[src/include/kps_defines.vh]
// Contract
// [RULE1] Status bit reads 0 busy, 1 idle
// [RULE2] Writing 0 allows continuous repeated scanning
// [RULE3] Writing 1 stops scanning immediately
// [RULE4] Bits 13:11 select de-bounce time
// [RULE5] Set mask bit excludes key from detection
// [RULE6] Masked key never asserts keypad interrupt
// [RULE7] Key mask resets to all zeros
// [RULE8] Key index is 4*row plus column
// [RULE9] Result word has one per pressed key
// [RULE10] Three rectangle corners may ghost the fourth
// [RULE11] Secondary bit 15 reads data-available pin
// [RULE12] Secondary write bits 15:14 select release events
// [RULE13] Interrupt low on press, high on release
// [RULE14] Release A: hardware or software reset
// [RULE15] Release B stop, C key up, D read
// [RULE16] Encoding 00 ABC, 01 AB, 10 ABCD, 11 ABD
// [RULE17] Pressed status bit is inverse of interrupt
// [RULE18] Latch only after stable whole de-bounce time
`ifndef KPS_DEFINES_VH
`define KPS_DEFINES_VH

// ****************************************************************
// Register map (page bit, 6-bit address)
// ****************************************************************
`define KPS_PAGE_DATA      1'b0
`define KPS_PAGE_CTRL      1'b1
`define KPS_ADDR_KEYDATA   6'h04
`define KPS_ADDR_KEYCTRL   6'h01
`define KPS_ADDR_SOFTRST   6'h04
`define KPS_ADDR_SECCFG    6'h06
`define KPS_ADDR_KEYMASK   6'h10
`define KPS_SOFTRST_CODE   16'hBB00

// ****************************************************************
// Fields
// ****************************************************************
`define KPS_CTRL_STATUS    15
`define KPS_CTRL_SCS       14
`define KPS_CTRL_DB_HI     13
`define KPS_CTRL_DB_LO     11
`define KPS_SEC_HI         15
`define KPS_SEC_LO         14

// ****************************************************************
// Reset values
// ****************************************************************
`define KPS_RST_MASK       16'h0000
`define KPS_RST_DB         3'h0
`define KPS_RST_REL        2'h3
`define KPS_RST_REL_HI     1'b1
`define KPS_RST_REL_LO     1'b1
`define KPS_RST_SCS        1'b0

// ****************************************************************
// Release selections
// ****************************************************************
`define KPS_REL_ABC        2'h0
`define KPS_REL_AB         2'h1
`define KPS_REL_ABCD       2'h2
`define KPS_REL_ABD        2'h3

// ****************************************************************
// Timing
// ****************************************************************
`define KPS_CLK_KHZ        10000
`define KPS_MS_PER_MS      1
`define KPS_SETTLE_CYC     4'h8
`define KPS_DB_000         7'h02
`define KPS_DB_001         7'h0A
`define KPS_DB_010         7'h14
`define KPS_DB_011         7'h32
`define KPS_DB_100         7'h3C
`define KPS_DB_101         7'h50
`define KPS_DB_110         7'h64
`define KPS_DB_111         7'h78

`endif

[src/rtl/kps_debounce.v]
`timescale 1ns/1ps
`default_nettype none
`include "kps_defines.vh"

module kps_debounce #(
  parameter MS_CYCLES = `KPS_CLK_KHZ * `KPS_MS_PER_MS
) (
  // Clock and reset
  input  wire       clk_sys,
  input  wire       rstn,
  // Control
  input  wire       clr,
  input  wire       run,
  input  wire [2:0] sel,
  // Status
  output wire       done
);

  reg  [15:0] div_r;
  reg  [6:0]  ms_r;
  reg  [6:0]  target;
  wire        ms_tick;

  // ****************************************************************
  // Selected de-bounce time in whole milliseconds
  // ****************************************************************
  always @* begin
    case (sel) // [RULE4]
      3'h0:    target = `KPS_DB_000;
      3'h1:    target = `KPS_DB_001;
      3'h2:    target = `KPS_DB_010;
      3'h3:    target = `KPS_DB_011;
      3'h4:    target = `KPS_DB_100;
      3'h5:    target = `KPS_DB_101;
      3'h6:    target = `KPS_DB_110;
      default: target = `KPS_DB_111;
    endcase
  end

  // Divider restarts with the window so the first millisecond is whole
  assign ms_tick = (div_r == MS_CYCLES[15:0] - 16'h0001);

  always @(posedge clk_sys or negedge rstn) begin
    if (!rstn) begin
      div_r <= 16'h0000;
      ms_r  <= 7'h00;
    end else if (clr || !run) begin
      div_r <= 16'h0000;
      ms_r  <= 7'h00;
    end else if (ms_tick) begin
      div_r <= 16'h0000;
      if (!done)
        ms_r <= ms_r + 7'h01;
    end else begin
      div_r <= div_r + 16'h0001;
    end
  end

  assign done = (ms_r >= target); // [RULE18]

endmodule // kps_debounce
`default_nettype wire

[src/rtl/kps_scan.v]
`timescale 1ns/1ps
`default_nettype none
`include "kps_defines.vh"

module kps_scan #(
  parameter MS_CYCLES = `KPS_CLK_KHZ * `KPS_MS_PER_MS
) (
  // Clock and reset
  input  wire        clk_sys,
  input  wire        rstn,
  // Register access from the serial decoder
  input  wire        reg_page,
  input  wire [5:0]  reg_addr,
  input  wire        reg_wr,
  input  wire        reg_rd,
  input  wire [15:0] reg_wdata,
  output reg  [15:0] reg_rdata,
  // Key matrix
  output reg  [3:0]  row_drive_n,
  input  wire [3:0]  col_sense_n,
  // Status pins
  output wire        key_irq_n,
  output wire        data_avail_pin
);

  localparam ST_IDLE  = 2'h0;
  localparam ST_DRIVE = 2'h1;
  localparam ST_EVAL  = 2'h2;

  reg  [1:0]  state_r;
  reg  [1:0]  row_r;
  reg  [3:0]  settle_r;
  reg  [15:0] raw_r;
  reg  [15:0] cand_r;
  reg         latched_r;
  reg         pressed_r;
  reg  [15:0] key_mask_bits;
  reg  [15:0] key_data_r;
  reg  [2:0]  debounce_select;
  reg         stop_r;
  reg         irq_release_sel_hi;
  reg         irq_release_sel_lo;
  reg         irq_act_r;
  reg         avail_r;
  reg  [3:0]  s1_r;
  reg  [3:0]  s2_r;
  reg  [3:0]  s3_r;
  reg  [3:0]  col_r;
  reg  [3:0]  row_nxt;
  wire [15:0] key_word;
  wire        db_done;
  wire        db_clr;
  wire        busy;
  wire        soft_rst;
  wire        wr_ctrl;
  wire        wr_sec;
  wire        wr_mask;
  wire        rd_data;
  wire        stop_wr;
  wire        latch_ev;
  wire        release_c;
  wire        rel_c_en;
  wire        rel_d_en;
  wire        irq_clr;
  wire        key_pressed_status;
  wire        scan_busy_stop;
  wire        data_avail_status;

  // ****************************************************************
  // Register strobes
  // ****************************************************************
  assign wr_ctrl  = reg_wr && reg_page == `KPS_PAGE_CTRL
                    && reg_addr == `KPS_ADDR_KEYCTRL;
  assign wr_sec   = reg_wr && reg_page == `KPS_PAGE_CTRL
                    && reg_addr == `KPS_ADDR_SECCFG;
  assign wr_mask  = reg_wr && reg_page == `KPS_PAGE_CTRL
                    && reg_addr == `KPS_ADDR_KEYMASK;
  assign soft_rst = reg_wr && reg_page == `KPS_PAGE_CTRL
                    && reg_addr == `KPS_ADDR_SOFTRST
                    && reg_wdata == `KPS_SOFTRST_CODE; // [RULE14]
  assign rd_data  = reg_rd && reg_page == `KPS_PAGE_DATA
                    && reg_addr == `KPS_ADDR_KEYDATA;
  assign stop_wr  = wr_ctrl && reg_wdata[`KPS_CTRL_SCS]; // [RULE15]

  // ****************************************************************
  // Column inputs: three flops, accepted when the last two agree
  // ****************************************************************
  genvar gi;
  generate
    for (gi = 0; gi < 4; gi = gi + 1) begin : g_sync
      always @(posedge clk_sys or negedge rstn) begin
        if (!rstn) begin
          s1_r[gi]  <= 1'b1;
          s2_r[gi]  <= 1'b1;
          s3_r[gi]  <= 1'b1;
          col_r[gi] <= 1'b1;
        end else begin
          s1_r[gi] <= col_sense_n[gi];
          s2_r[gi] <= s1_r[gi];
          s3_r[gi] <= s2_r[gi];
          if (s2_r[gi] == s3_r[gi])
            col_r[gi] <= s3_r[gi];
        end
      end
    end
  endgenerate

  // ****************************************************************
  // Scan sequencer
  // ****************************************************************
  // Masked keys vanish here, so they can neither raise nor hold the irq
  assign key_word  = raw_r & ~key_mask_bits; // [RULE5] [RULE6]
  assign busy      = (state_r != ST_IDLE);
  assign latch_ev  = (state_r == ST_EVAL) && (key_word != 16'h0000)
                     && (key_word == cand_r) && db_done && !latched_r
                     && !stop_wr;
  assign release_c = (state_r == ST_EVAL) && (key_word == 16'h0000)
                     && pressed_r; // [RULE15]
  assign db_clr    = (state_r == ST_EVAL) && (key_word != cand_r);

  always @(posedge clk_sys or negedge rstn) begin
    if (!rstn) begin
      state_r   <= ST_IDLE;
      row_r     <= 2'h0;
      settle_r  <= 4'h0;
      raw_r     <= 16'h0000;
      cand_r    <= 16'h0000;
      latched_r <= 1'b0;
      pressed_r <= 1'b0;
    end else if (soft_rst || stop_wr || stop_r) begin
      // A stop aborts at once even with a key held down
      state_r   <= ST_IDLE; // [RULE3]
      row_r     <= 2'h0;
      settle_r  <= 4'h0;
      cand_r    <= 16'h0000;
      latched_r <= 1'b0;
      pressed_r <= 1'b0;
    end else begin
      case (state_r)
        ST_IDLE: begin
          row_r    <= 2'h0;
          settle_r <= 4'h0;
          if (col_r != 4'hF)
            state_r <= ST_DRIVE;
        end
        ST_DRIVE: begin
          if (settle_r == `KPS_SETTLE_CYC) begin
            settle_r <= 4'h0;
            // Passive matrix: three corners pull in the fourth
            raw_r[{row_r, 2'b00} +: 4] <= ~col_r; // [RULE8] [RULE10]
            row_r <= row_r + 2'h1;
            if (row_r == 2'h3)
              state_r <= ST_EVAL;
          end else begin
            settle_r <= settle_r + 4'h1;
          end
        end
        ST_EVAL: begin
          cand_r <= key_word;
          if (key_word == 16'h0000) begin
            latched_r <= 1'b0;
            pressed_r <= 1'b0;
            state_r   <= ST_IDLE;
          end else begin
            if (key_word != cand_r)
              latched_r <= 1'b0;
            if (latch_ev) begin
              latched_r <= 1'b1;
              pressed_r <= 1'b1;
            end
            // Keep rescanning while held; new patterns re-debounce
            state_r <= ST_DRIVE; // [RULE2]
          end
        end
        default: state_r <= ST_IDLE;
      endcase
    end
  end

  kps_debounce #(
    .MS_CYCLES (MS_CYCLES)
  ) u_debounce (
    .clk_sys (clk_sys),
    .rstn    (rstn),
    .clr     (db_clr),
    .run     (busy),
    .sel     (debounce_select),
    .done    (db_done)
  );

  always @(posedge clk_sys or negedge rstn) begin
    if (!rstn)
      row_drive_n <= 4'hF;
    // Rows let go in the stop cycle itself, not one cycle later
    else if (stop_wr || soft_rst)
      row_drive_n <= 4'hF; // [RULE3]
    else if (state_r == ST_DRIVE)
      row_drive_n <= row_nxt;
    else if (state_r == ST_IDLE && !stop_r)
      row_drive_n <= 4'h0;
    else
      row_drive_n <= 4'hF;
  end

  always @* begin
    row_nxt = 4'hF;
    row_nxt[row_r] = 1'b0;
  end

  // ****************************************************************
  // Control registers and result
  // ****************************************************************
  always @(posedge clk_sys or negedge rstn) begin
    if (!rstn) begin
      key_mask_bits      <= `KPS_RST_MASK; // [RULE7]
      debounce_select    <= `KPS_RST_DB;
      stop_r             <= `KPS_RST_SCS;
      irq_release_sel_hi <= `KPS_RST_REL_HI;
      irq_release_sel_lo <= `KPS_RST_REL_LO;
      key_data_r         <= 16'h0000;
    end else if (soft_rst) begin
      key_mask_bits      <= `KPS_RST_MASK; // [RULE7]
      debounce_select    <= `KPS_RST_DB;
      stop_r             <= `KPS_RST_SCS;
      irq_release_sel_hi <= `KPS_RST_REL_HI;
      irq_release_sel_lo <= `KPS_RST_REL_LO;
      key_data_r         <= 16'h0000;
    end else begin
      if (wr_mask)
        key_mask_bits <= reg_wdata;
      if (wr_ctrl) begin
        stop_r          <= reg_wdata[`KPS_CTRL_SCS]; // [RULE2] [RULE3]
        debounce_select <= reg_wdata[`KPS_CTRL_DB_HI:`KPS_CTRL_DB_LO];
      end
      if (wr_sec) begin
        irq_release_sel_hi <= reg_wdata[`KPS_SEC_HI]; // [RULE12]
        irq_release_sel_lo <= reg_wdata[`KPS_SEC_LO]; // [RULE12]
      end
      if (latch_ev)
        key_data_r <= key_word; // [RULE9] [RULE18]
    end
  end

  // ****************************************************************
  // Interrupt and data-available
  // ****************************************************************
  assign rel_c_en = !irq_release_sel_lo; // [RULE16]
  assign rel_d_en = irq_release_sel_hi;  // [RULE16]
  assign irq_clr  = stop_wr || (release_c && rel_c_en)
                    || (rd_data && rel_d_en); // [RULE15]

  always @(posedge clk_sys or negedge rstn) begin
    if (!rstn) begin
      irq_act_r <= 1'b0; // [RULE14]
      avail_r   <= 1'b0;
    end else if (soft_rst) begin
      irq_act_r <= 1'b0; // [RULE14]
      avail_r   <= 1'b0;
    end else begin
      // A new press wins over a key-data read in the same cycle; a stop write blocks the press
      if (latch_ev)
        irq_act_r <= 1'b1; // [RULE13]
      else if (irq_clr)
        irq_act_r <= 1'b0; // [RULE13]
      if (latch_ev)
        avail_r <= 1'b1;
      else if (rd_data)
        avail_r <= 1'b0;
    end
  end

  assign key_irq_n          = !irq_act_r;   // [RULE13]
  assign key_pressed_status = irq_act_r;    // [RULE17]
  assign scan_busy_stop     = !busy;        // [RULE1]
  assign data_avail_pin     = !avail_r;
  assign data_avail_status  = data_avail_pin; // [RULE11]

  // ****************************************************************
  // Read data, valid the cycle after the read strobe
  // ****************************************************************
  always @(posedge clk_sys or negedge rstn) begin
    if (!rstn) begin
      reg_rdata <= 16'h0000;
    end else if (reg_rd) begin
      reg_rdata <= 16'h0000;
      if (reg_page == `KPS_PAGE_DATA) begin
        if (reg_addr == `KPS_ADDR_KEYDATA)
          reg_rdata <= key_data_r;
      end else begin
        case (reg_addr)
          `KPS_ADDR_KEYCTRL: begin
            reg_rdata[`KPS_CTRL_STATUS] <= key_pressed_status;
            reg_rdata[`KPS_CTRL_SCS]    <= scan_busy_stop; // [RULE1]
            reg_rdata[`KPS_CTRL_DB_HI:`KPS_CTRL_DB_LO] <= debounce_select;
          end
          `KPS_ADDR_SECCFG: begin
            reg_rdata[`KPS_SEC_HI] <= data_avail_status; // [RULE11]
            reg_rdata[`KPS_SEC_LO] <= irq_release_sel_lo;
          end
          `KPS_ADDR_KEYMASK: reg_rdata <= key_mask_bits;
          default:           reg_rdata <= 16'h0000;
        endcase
      end
    end
  end

endmodule // kps_scan
`default_nettype wire

[config.mk]
export PLATFORM = sky130hd
export DESIGN_NAME = kps_scan
export DESIGN_NICKNAME = d
export VERILOG_FILES = /design/src/rtl/kps_debounce.v /design/src/rtl/kps_scan.v
export VERILOG_INCLUDE_DIRS = /design/src /design/src/include
export SDC_FILE = /design/constraint.sdc
export NUM_CORES = 1
export LEC_CHECK = 0
export BUFFER_PORTS_ARGS = -buffer_cell sky130_fd_sc_hd__buf_2
export CAP_MARGIN = 10
export CORE_MARGIN = 1.5
export CORE_UTILIZATION = 54
export DETAILED_ROUTE_END_ITERATION = 12
export PLACE_DENSITY = 0.82
export SETUP_SLACK_MARGIN = 0.5
export SYNTH_ARGS = -nofsm -noshare
export SYNTH_HDL_FRONTEND = slang
export SYNTH_HIERARCHICAL = 1
export SYNTH_SLANG_ARGS = --single-unit
[constraint.sdc]
create_clock -name clk_sys -period 9.5 [get_ports clk_sys]
set_clock_uncertainty 0.2 [all_clocks]
set_input_delay 2.85 -clock clk_sys [delete_from_list [all_inputs] [get_ports clk_sys]]
set_output_delay 2.85 -clock clk_sys [all_outputs]
set_load 0.01 [all_outputs]
==> results of run 1 <==
==> flip-flops by register name (all words and copies together) (netlist names) <==
| signal | count |
|---|---|
| cand_r | 16 |
| key_data_r | 16 |
| key_mask_bits | 16 |
| raw_r | 16 |
| reg_rdata | 16 |
| u_debounce/div_r | 16 |
| u_debounce/ms_r | 7 |
| col_r | 4 |
| row_drive_n | 4 |
| s1_r | 4 |
| s2_r | 4 |
| s3_r | 4 |
| settle_r | 4 |
| debounce_select | 3 |
| row_r | 2 |
| state_r | 2 |
| avail_r | 1 |
| irq_act_r | 1 |
| irq_release_sel_hi | 1 |
| irq_release_sel_lo | 1 |
| latched_r | 1 |
| pressed_r | 1 |
| stop_r | 1 |
==> final cells by class <==
class	instances	area (sq um)	share of cell area, %
Sequential cell	141	3560	44.8
Multi-Input combinational cell	494	3200	40.3
Clock buffer	21	460	5.80
Timing Repair Buffer	56	297	3.74
Tap cell	172	215	2.71
Clock inverter	11	141	1.78
Inverter	18	67.6	0.851
==> per-stage QoR <==
stage	power, uW	instance area, sq um
finish	1830	7940
global route	1920	7940
global placement	1140	7340
detailed placement	1160	7340
CTS	1830	7940
floorplan	1050	7000
==> power by group <==
group	internal [uW]	total, uW	switching, uW
registers	688	761	73.3
logic	157	395	238
clock network	425	670	246
==> cells by family after synthesis <==
group                      Yosys count  synth area share, %
adders and majority gates           21                 3.61
xor gates and xnor gates            29                 3.63
AOI/OAI and AO/OA                  125                 10.7
and+or+nand+nor                    275                 21.2
buffers and inverters               56                 3.42
muxes                               44                 6.62
DFF                                141                 50.8
==> metal layers <==
layer,global-route usage (%),vias to the layer above,share of wire [%]
met3,5.61,33,5.3
met1,32.1,2639,43
met5,0,-,0
li1,-,2523,-
met4,9.24,0,2.4
met2,41.7,173,49
==> worst max path at each step <==
stage                  endpoint  slack, ns     startpoint
floorplan              raw_r[4]       4.80  reg_wdata[14]
global placement       row_r[0]       3.68   reg_wdata[3]
detailed placement  settle_r[3]       3.63   reg_wdata[3]
CTS                 settle_r[3]       4.06   reg_wdata[3]
global route        settle_r[3]       3.85   reg_wdata[3]
finish                 row_r[0]       4.04   reg_wdata[3]
==> synthesized netlist by cell type, drive strengths merged (8+ instances only) <==
cell / count / area, sq um
nand3: 19 / 100
buf: 17 / 92.6
nor2b: 18 / 113
xnor2: 18 / 158
xor2: 11 / 96.3
nor2: 80 / 303
mux2: 18 / 203
nand2b: 11 / 68.8
clkbuf: 21 / 78.8
o21ai: 26 / 138
mux2i: 26 / 260
and3: 8 / 50.1
nand2: 60 / 238
nand4: 28 / 175
a21oi: 64 / 324
dfstp: 22 / 578
inv: 18 / 67.6
a22oi: 14 / 105
nor4: 14 / 133
dfrtp: 119 / 2980
ha: 17 / 213
==> metrics.txt, run 1 <==
status=finished clean; Routed Antenna Nets=0; critical path peak fanout=45; CP peak stage delay=0.71 ns; via count=5,368; Antenna diodes=0; reg2reg start=debounce_select[2]; Slew HR=between 20% and 30%; Syn-to-layout area delta=13.5%; most frequent cells in the layout=dfrtp_1 (119), nor2_1 (79), a21oi_1 (63); Leak Pwr=~0.0037 uW; Synth Instances=about 700; Syn Area/Cell=around 10 sq um; Sink Count=141; pwr dens=230 nW/um^2; peak supply drop=138 uV; crit path cell chain=buf_2 -> nor4_1 -> nand3_1 -> nor4_4 -> buf_4 -> or3b_1 -> o21ai_1 -> mux2_2; Synth Warn #=6; Crit path depth=8; synth unique cells=58; FF-to-FF End=key_data_r[2]; vias in the first global route=5,263; #FFs+latches synth=between 100 and 150; Final #Nets=a little under 800; R2R setup slack=about 5.6 ns; unrepaired setup endpoints after global routing=no; WL final=about 16,000 microns; Min-Delay Startpoint=s1_r[2]; worst endpoint data arrival time=about 5.6 ns; core area=approximately 13,000 sq um; clock root buffer=clkbuf_16; Iter 0 DRT Violations=~500; fin worst setup slack=4.04 ns; initial antenna violation count=0; Post-CTS Setup Bufs=0; H-tree depth=4; hold path depth=0; gr ovfl total=0; final hold violation count=0; Final Setup Violations=0; Crit. End Element=flop; first-pass GRT wire length=around 26,000 microns; final period utilization=57.5%; post-place setup slack=~3.6 ns; total track usage=between 20% and 30%; TNS Setup=0 ns; drt wl/cell=17.2 microns; kind of critical path=input pin to flop; Final Non-Filler Cells=between 900 and 1,000; post-synth net total=approximately 740; Hold Path End=s2_r[2]; sequential fraction of the synthesis area=just over 50%; Max Fclk=between 150 and 200 MHz; Vias/cell=slightly below 6; TritonCTS clock tree=done; Port-buffer cells=52; fin util=a little over three fifths; Async SR Flop Fraction=100%; HPWL Detailed=roughly 11,000 microns; layout cells sized above 1=just under 20%; # IOs=53; most common cell after layout, fill and taps aside=dfrtp_1; total CTS buffers=17; gpl congestion=between 0.8 and 0.9; die span in x=117 microns; R2R cell count=12; Post-synth EDFFs=0; CP Buf/Inv Count=2; Site Rows=41; Main synth FF type=dfrtp_1; CP Launch Type=input pin; CTS hold repair buffers=0; die height=117 microns; full die area=13,600 sq um; Hold Path Class=flop to flop; max-cap check violation count=0; mapped cell area=~7000 sq um; Pre-antenna DRT Iters=5; Filler Cell Count=1,024; DRC=0; clock-pin slew on the worst setup and hold paths=0.06 ns; Worst-Skew Late Latency=around 0.42 ns; dpl cells=881; Worst-Margin Slew=between 1 and 1.5 ns; Critical Path RT=about 9.6 ns; max-slew violation count=0; CP max-delay cell=or3b_1; min Tclk post-route=~5.5 ns; Initial Util=roughly 55%; CTS max path bufs=2; Hold Slack=between 0.15 and 0.2 ns; Worst path top cell family by delay=simple AND/OR/NAND/NOR gates; CTS resizes=0; largest net degree at the start of global routing=slightly below 80
(Power assumes the default switching activity.)
==> run 2, diff against run 1 <==
--- a/config.mk
+++ b/config.mk
@@ -11,7 +11,7 @@
 export CORE_MARGIN = 1.5
 export CORE_UTILIZATION = 54
 export DETAILED_ROUTE_END_ITERATION = 12
-export PLACE_DENSITY = 0.82
+export PLACE_DENSITY = 0.85
 export SETUP_SLACK_MARGIN = 0.5
 export SYNTH_ARGS = -nofsm -noshare
 export SYNTH_HDL_FRONTEND = slang
==> constraint.sdc (replaced) <==
create_clock -name clk_sys -period 5 [get_ports clk_sys]
set_clock_uncertainty 0.2 [all_clocks]
set_input_delay 1.5 -clock clk_sys [delete_from_list [all_inputs] [get_ports clk_sys]]
set_output_delay 1.5 -clock clk_sys [all_outputs]
set_load 0.01 [all_outputs]
==> run 2 against run 1 <==
Net effect:
- final cell count increased by 0.44%
- utilization shrank 0.24 points
- hold slack about the same
- clock power grew 72%
- flip-flop and latch count did not move
==> metrics.txt, run 2 (same netlist as run 1, synthesis figures left out) <==
die height=around 120 microns; Pre-antenna DRT Iters=5; total track usage=25.7%; kind of critical path=input pin to flop; Iter 0 DRT Violations=485; Final #Nets=slightly below 800; first-pass GRT wire length=between 20,000 and 30,000 microns; Sink Count=approximately 140; CTS hold repair buffers=0; Antenna diodes=0; clock root buffer=clkbuf_16; gr ovfl total=0; met2 usage=43.7%; CTS resizes=0; Sw Share=a little under a third; max-slew violation count=0; worst endpoint data arrival time=roughly 3.7 ns; final hold violation count=0; fin worst setup slack=about 1.4 ns; clock-pin slew on the worst setup and hold paths=about 0.060 ns; met1 GRT Util=approximately a third; global route hottest layer=met2; gpl congestion=approximately 0.95; largest net degree at the start of global routing=around 110; via count=approximately 5,500; sequential share of power=42.9%; status=finished clean; Cell Int Power=~2300 uW; critical path peak fanout=7; Initial Util=roughly 55%; dpl cells=about 890; unrepaired setup endpoints after global routing=no; initial antenna violation count=0; Worst-Margin Slew=between 1 and 1.5 ns; CP Launch Type=input pin; # IOs=53; Site Rows=41; Global Route met3 Usage=5.30%; H-tree depth=4; Hold Slack=around 0.15 ns; most common cell after layout, fill and taps aside=dfrtp_1; Slew HR=26.6%; drt wl/cell=roughly 18 microns; core area=roughly 13,000 sq um; Final Setup Violations=0; Max Fclk=between 200 and 300 MHz; min Tclk post-route=approximately 3.6 ns; full die area=~14,000 sq um; clock share of power=between 30% and 40%; peak supply drop=~310 uV; HPWL Detailed=11,300 microns; pwr dens=~430 nW/um^2; CTS max path bufs=2; Vias/cell=about 6.0; Final Non-Filler Cells=about 920; Routed Antenna Nets=0; vias in the first global route=approximately 5,300; Worst-Skew Late Latency=0.42 ns; DRC=0; Syn-to-layout area delta=13.0%; Psw=between 1000 and 1500 uW; layout cells sized above 1=between 15 and 20%; die span in x=approximately 120 microns; Critical Path RT=5.10 ns; Hold Path Class=flop to flop; combinational power share=approximately 23%; most frequent cells in the layout=dfrtp_1 (119), nor2_1 (79), a21oi_1 (63); Crit. End Element=flop; TritonCTS clock tree=done; TNS Setup=0 ns; max-cap check violation count=0; WL final=16,100 microns; Port-buffer cells=52; Filler Cell Count=a little over 1,000; Post-CTS Setup Bufs=0; total CTS buffers=17; final period utilization=between 70% and 80%; post-place setup slack=around 1.0 ns; Leak Pwr=0.00366 uW
run 2: power by group through the flow:
stage	logic, uW	clock network (uW)	registers (uW)
after floorplan	571	0	1430
after detailed placement	762	0	1460
after CTS	778	1170	1440
final	775	1150	1440
after global routing	859	1220	1460
after global placement	727	0	1450
run 2: stage by stage:
step           total power [uW]  utilization [%]  instance area [sq um]
4_1_cts                    3390             62.7                   7910
6_report                   3370             62.7                   7910
2_1_floorplan              2000                -                   7000
5_1_grt                    3540             62.7                   7910
3_3_place_gp               2170             58.4                   7370
3_5_place_dp               2220             58.4                   7370
run 2: worst max-delay path, cell delays in order:
cell      delay [ns]
buf_2           0.10
nor4_1          0.58
nand3_1         0.25
nor4_4          0.42
and4bb_4        0.29
nand2_1         0.17
mux2_2          0.36
run 2: layer usage:
layer,vias to the layer above,routed length (microns)
met3,36,985
met4,0,373
li1,2522,-
met1,2712,6640
met2,217,8150
met5,-,0
run 2: area by class of cell:
| cell class | count | area, sq um | share of cell area [%] |
|---|---|---|---|
| repair buffers | 60 | 327 | 4.13 |
| clock inverters | 6 | 31.3 | 0.396 |
| well taps | 172 | 215 | 2.72 |
| inverters | 18 | 67.6 | 0.854 |
| clock buffers | 26 | 510 | 6.45 |
| multi-input cells | 494 | 3200 | 40.5 |
| flip-flops and latches | 141 | 3560 | 45.0 |
run 2: path summary, 6_finish.rpt:
kind,startpoint,endpoint,slack [ns],cells past startpoint
min in group asynchronous,rstn,irq_act_r,0.98,1
worst max-delay path,reg_wdata[3],raw_r[6],1.44,7
max in group asynchronous,rstn,s1_r[2],2.71,2
worst min-delay path,s1_r[1],s2_r[1],0.15,0
worst min register to register,s1_r[1],s2_r[1],0.15,0
worst max register to register,debounce_select[1],key_data_r[1],1.55,13
==> run 3, diff against run 2 <==
--- a/config.mk
+++ b/config.mk
@@ -11,7 +11,7 @@
 export CORE_MARGIN = 1.5
 export CORE_UTILIZATION = 54
 export DETAILED_ROUTE_END_ITERATION = 12
-export PLACE_DENSITY = 0.85
+export PLACE_DENSITY = 0.82
 export SETUP_SLACK_MARGIN = 0.5
 export SYNTH_ARGS = -nofsm -noshare
 export SYNTH_HDL_FRONTEND = slang
==> constraint.sdc (replaced) <==
create_clock -name clk_sys -period 3.58 [get_ports clk_sys]
set_clock_uncertainty 0.2 [all_clocks]
set_input_delay 1.074 -clock clk_sys [delete_from_list [all_inputs] [get_ports clk_sys]]
set_output_delay 1.074 -clock clk_sys [all_outputs]
set_load 0.01 [all_outputs]
==> run 3 against run 2 <==
Net effect:
- clock-buffer cell count decreased by 6
- via count grew 0.40%
- non-clock buffer count rose by 10
- register-to-register slack worse by 0.89 ns
- wire length rose by 3.0%
- sequential share of layout area is 0.98 points lower
- final cell count is 1.2% higher
- utilization is 1.4 points higher
- critical endpoint is now raw_r[7]
- largest cell class unchanged
- largest power group unchanged
==> metrics.txt, run 3 (same netlist as run 1, synthesis figures left out) <==
status=finished clean; highest routed layer=met4; max-slew violation count=0; Cell Int Power=approximately 3400 uW; gr ovfl total=0; post-place setup slack=approximately 0.22 ns; sequential share of power=40.7%; CTS max path bufs=2; vias in the first global route=around 5,600; Antenna diodes=0; max-cap check violation count=0; reg2reg start=debounce_select[1]; Placement Cell Area=7430 sq um; crit path from=reg_wdata[3]; initial antenna violation count=0; unrepaired setup endpoints after global routing=yes; FF-to-FF End=avail_r; DRT met1 WL=roughly 7000 microns; DR WL met2=8290 microns; Final Setup Violations=0; crit path cell chain=buf_2 -> nor4_1 -> nand3_1 -> nor4_4 -> and4bb_4 -> nand2_1 -> mux2_2; first-pass GRT wire length=between 20,000 and 30,000 microns; critical path peak fanout=7; DRC=0; die height=117 microns; Final #Nets=~790; via count=between 5,000 and 6,000; peak supply drop=around 440 uV; crit path to=raw_r[7]; post-route cell area=slightly above 8000 sq um; fin worst setup slack=between 0.6 and 0.7 ns; Sink Count=roughly 140; Worst-Skew Late Latency=0.42 ns; Routed Antenna Nets=0; die span in x=between 100 and 150 microns; most frequent cells in the layout=dfrtp_1 (117), nor2_1 (79), a21oi_1 (63); gpl congestion=approximately 0.93; total track usage=between 20% and 30%; worst endpoint data arrival time=a little over 3 ns; most common cell after layout, fill and taps aside=dfrtp_1; # IOs=53; HPWL Detailed=~12,000 microns; CP peak stage delay=about 0.43 ns; TNS Setup=0 ns; CTS hold repair buffers=0; largest net degree at the start of global routing=70; Critical Path RT=around 3.7 ns; min Tclk post-route=approximately 2.9 ns; Iter 0 DRT Violations=around 390; core area=approximately 13,000 sq um; R2R setup slack=about 0.66 ns; total CTS buffers=17; H-tree depth=4; Max Fclk=340 MHz; Slew HR=a little under 60%; R2R cell count=11; clock root buffer=clkbuf_16; final hold violation count=0; Final Non-Filler Cells=slightly above 900; CP Launch Type=input pin; CP Buf/Inv Count=1; Pre-antenna DRT Iters=5; clock-pin slew on the worst setup and hold paths=approximately 0.06 ns; TritonCTS clock tree=done; Hold Path Class=flop to flop; Psw=around 1600 uW; dpl cells=between 800 and 900; kind of critical path=input pin to flop; Vias/cell=5.94; clock share of power=a little over a third; Worst path top cell family by delay=simple AND/OR/NAND/NOR gates; WL final=16,600 microns; Syn-to-layout area delta=15.6%; combinational power share=22.7%; Sw Share=a little under a third; full die area=~14,000 sq um; met3 WL post-DR=964 microns; drt wl/cell=around 18 microns; layout cells sized above 1=22.2%; fin util=~64%; Worst-Margin Slew=around 0.63 ns; Site Rows=41; Crit. End Element=flop; Leak Pwr=0.00372 uW; pwr dens=a little over 600 nW/um^2; Port-buffer cells=52; Initial Util=a little under three fifths; Crit path depth=7; CP max-delay cell=nor4_1; final period utilization=about 82%
-- run 3: metrics by stage --
| stage | power, uW | hold WS [ns] |
|---|---|---|
| 6_report | 4960 | 0.156 |
| 5_1_grt | 5190 | 0.161 |
| 4_1_cts | 4960 | 0.157 |
| 3_5_place_dp | 3120 | 0.148 |
| 3_3_place_gp | 3040 | 0.147 |
| 2_1_floorplan | 2790 | 0.145 |
-- run 3: repair_timing --
item	4_1_cts	5_1_grt
cloned	0	1
buffers inserted	0	2
gates resized for setup	2	5
pin swaps	0	1
setup endpoints to repair	15	38
-- run 3: layout make-up --
type / count / area (sq um)
clock inverters: 12 / 161
inverters: 18 / 67.6
repair buffers: 70 / 405
well taps: 172 / 215
clock buffers: 20 / 457
fillers: 1007 / 4530
multi-input cells: 495 / 3230
flip-flops and latches: 141 / 3560
-- run 3: routing by layer --
layer	track usage, %	up-vias
li1	-	2550
met1	32.3	2711
met2	45.1	211
met3	6.39	37
met4	9.40	0
met5	0	-
-- run 3: worst register-to-register path, cell delays in order (launching register included) --
cell	delay [ns]
dfrtp_2	0.45
inv_1	0.08
ha_1	0.28
a31oi_1	0.17
ha_1	0.27
a21oi_1	0.17
o21ai_2	0.12
or2_2	0.32
and4b_2	0.31
buf_6	0.18
nand3_1	0.15
a21oi_1	0.08
-- run 3: worst min-delay path by stage --
stage                   end  cells past startpoint  startpoint
global placement    s2_r[1]                      0     s1_r[1]
floorplan           s2_r[0]                      0     s1_r[0]
global route        s2_r[0]                      0     s1_r[0]
CTS                 s2_r[3]                      0     s1_r[3]
finish              s2_r[3]                      0     s1_r[3]
detailed placement  s2_r[3]                      0     s1_r[3]
-- run 3: power groups by stage --
stage                     combinational [uW]  sequential (uW)  clock (uW)
final                                   1130             2020        1810
after floorplan                          798             1990           0
after detailed placement                1080             2040           0
after global routing                    1240             2040        1900
after global placement                  1020             2020           0
after CTS                               1100             2020        1840
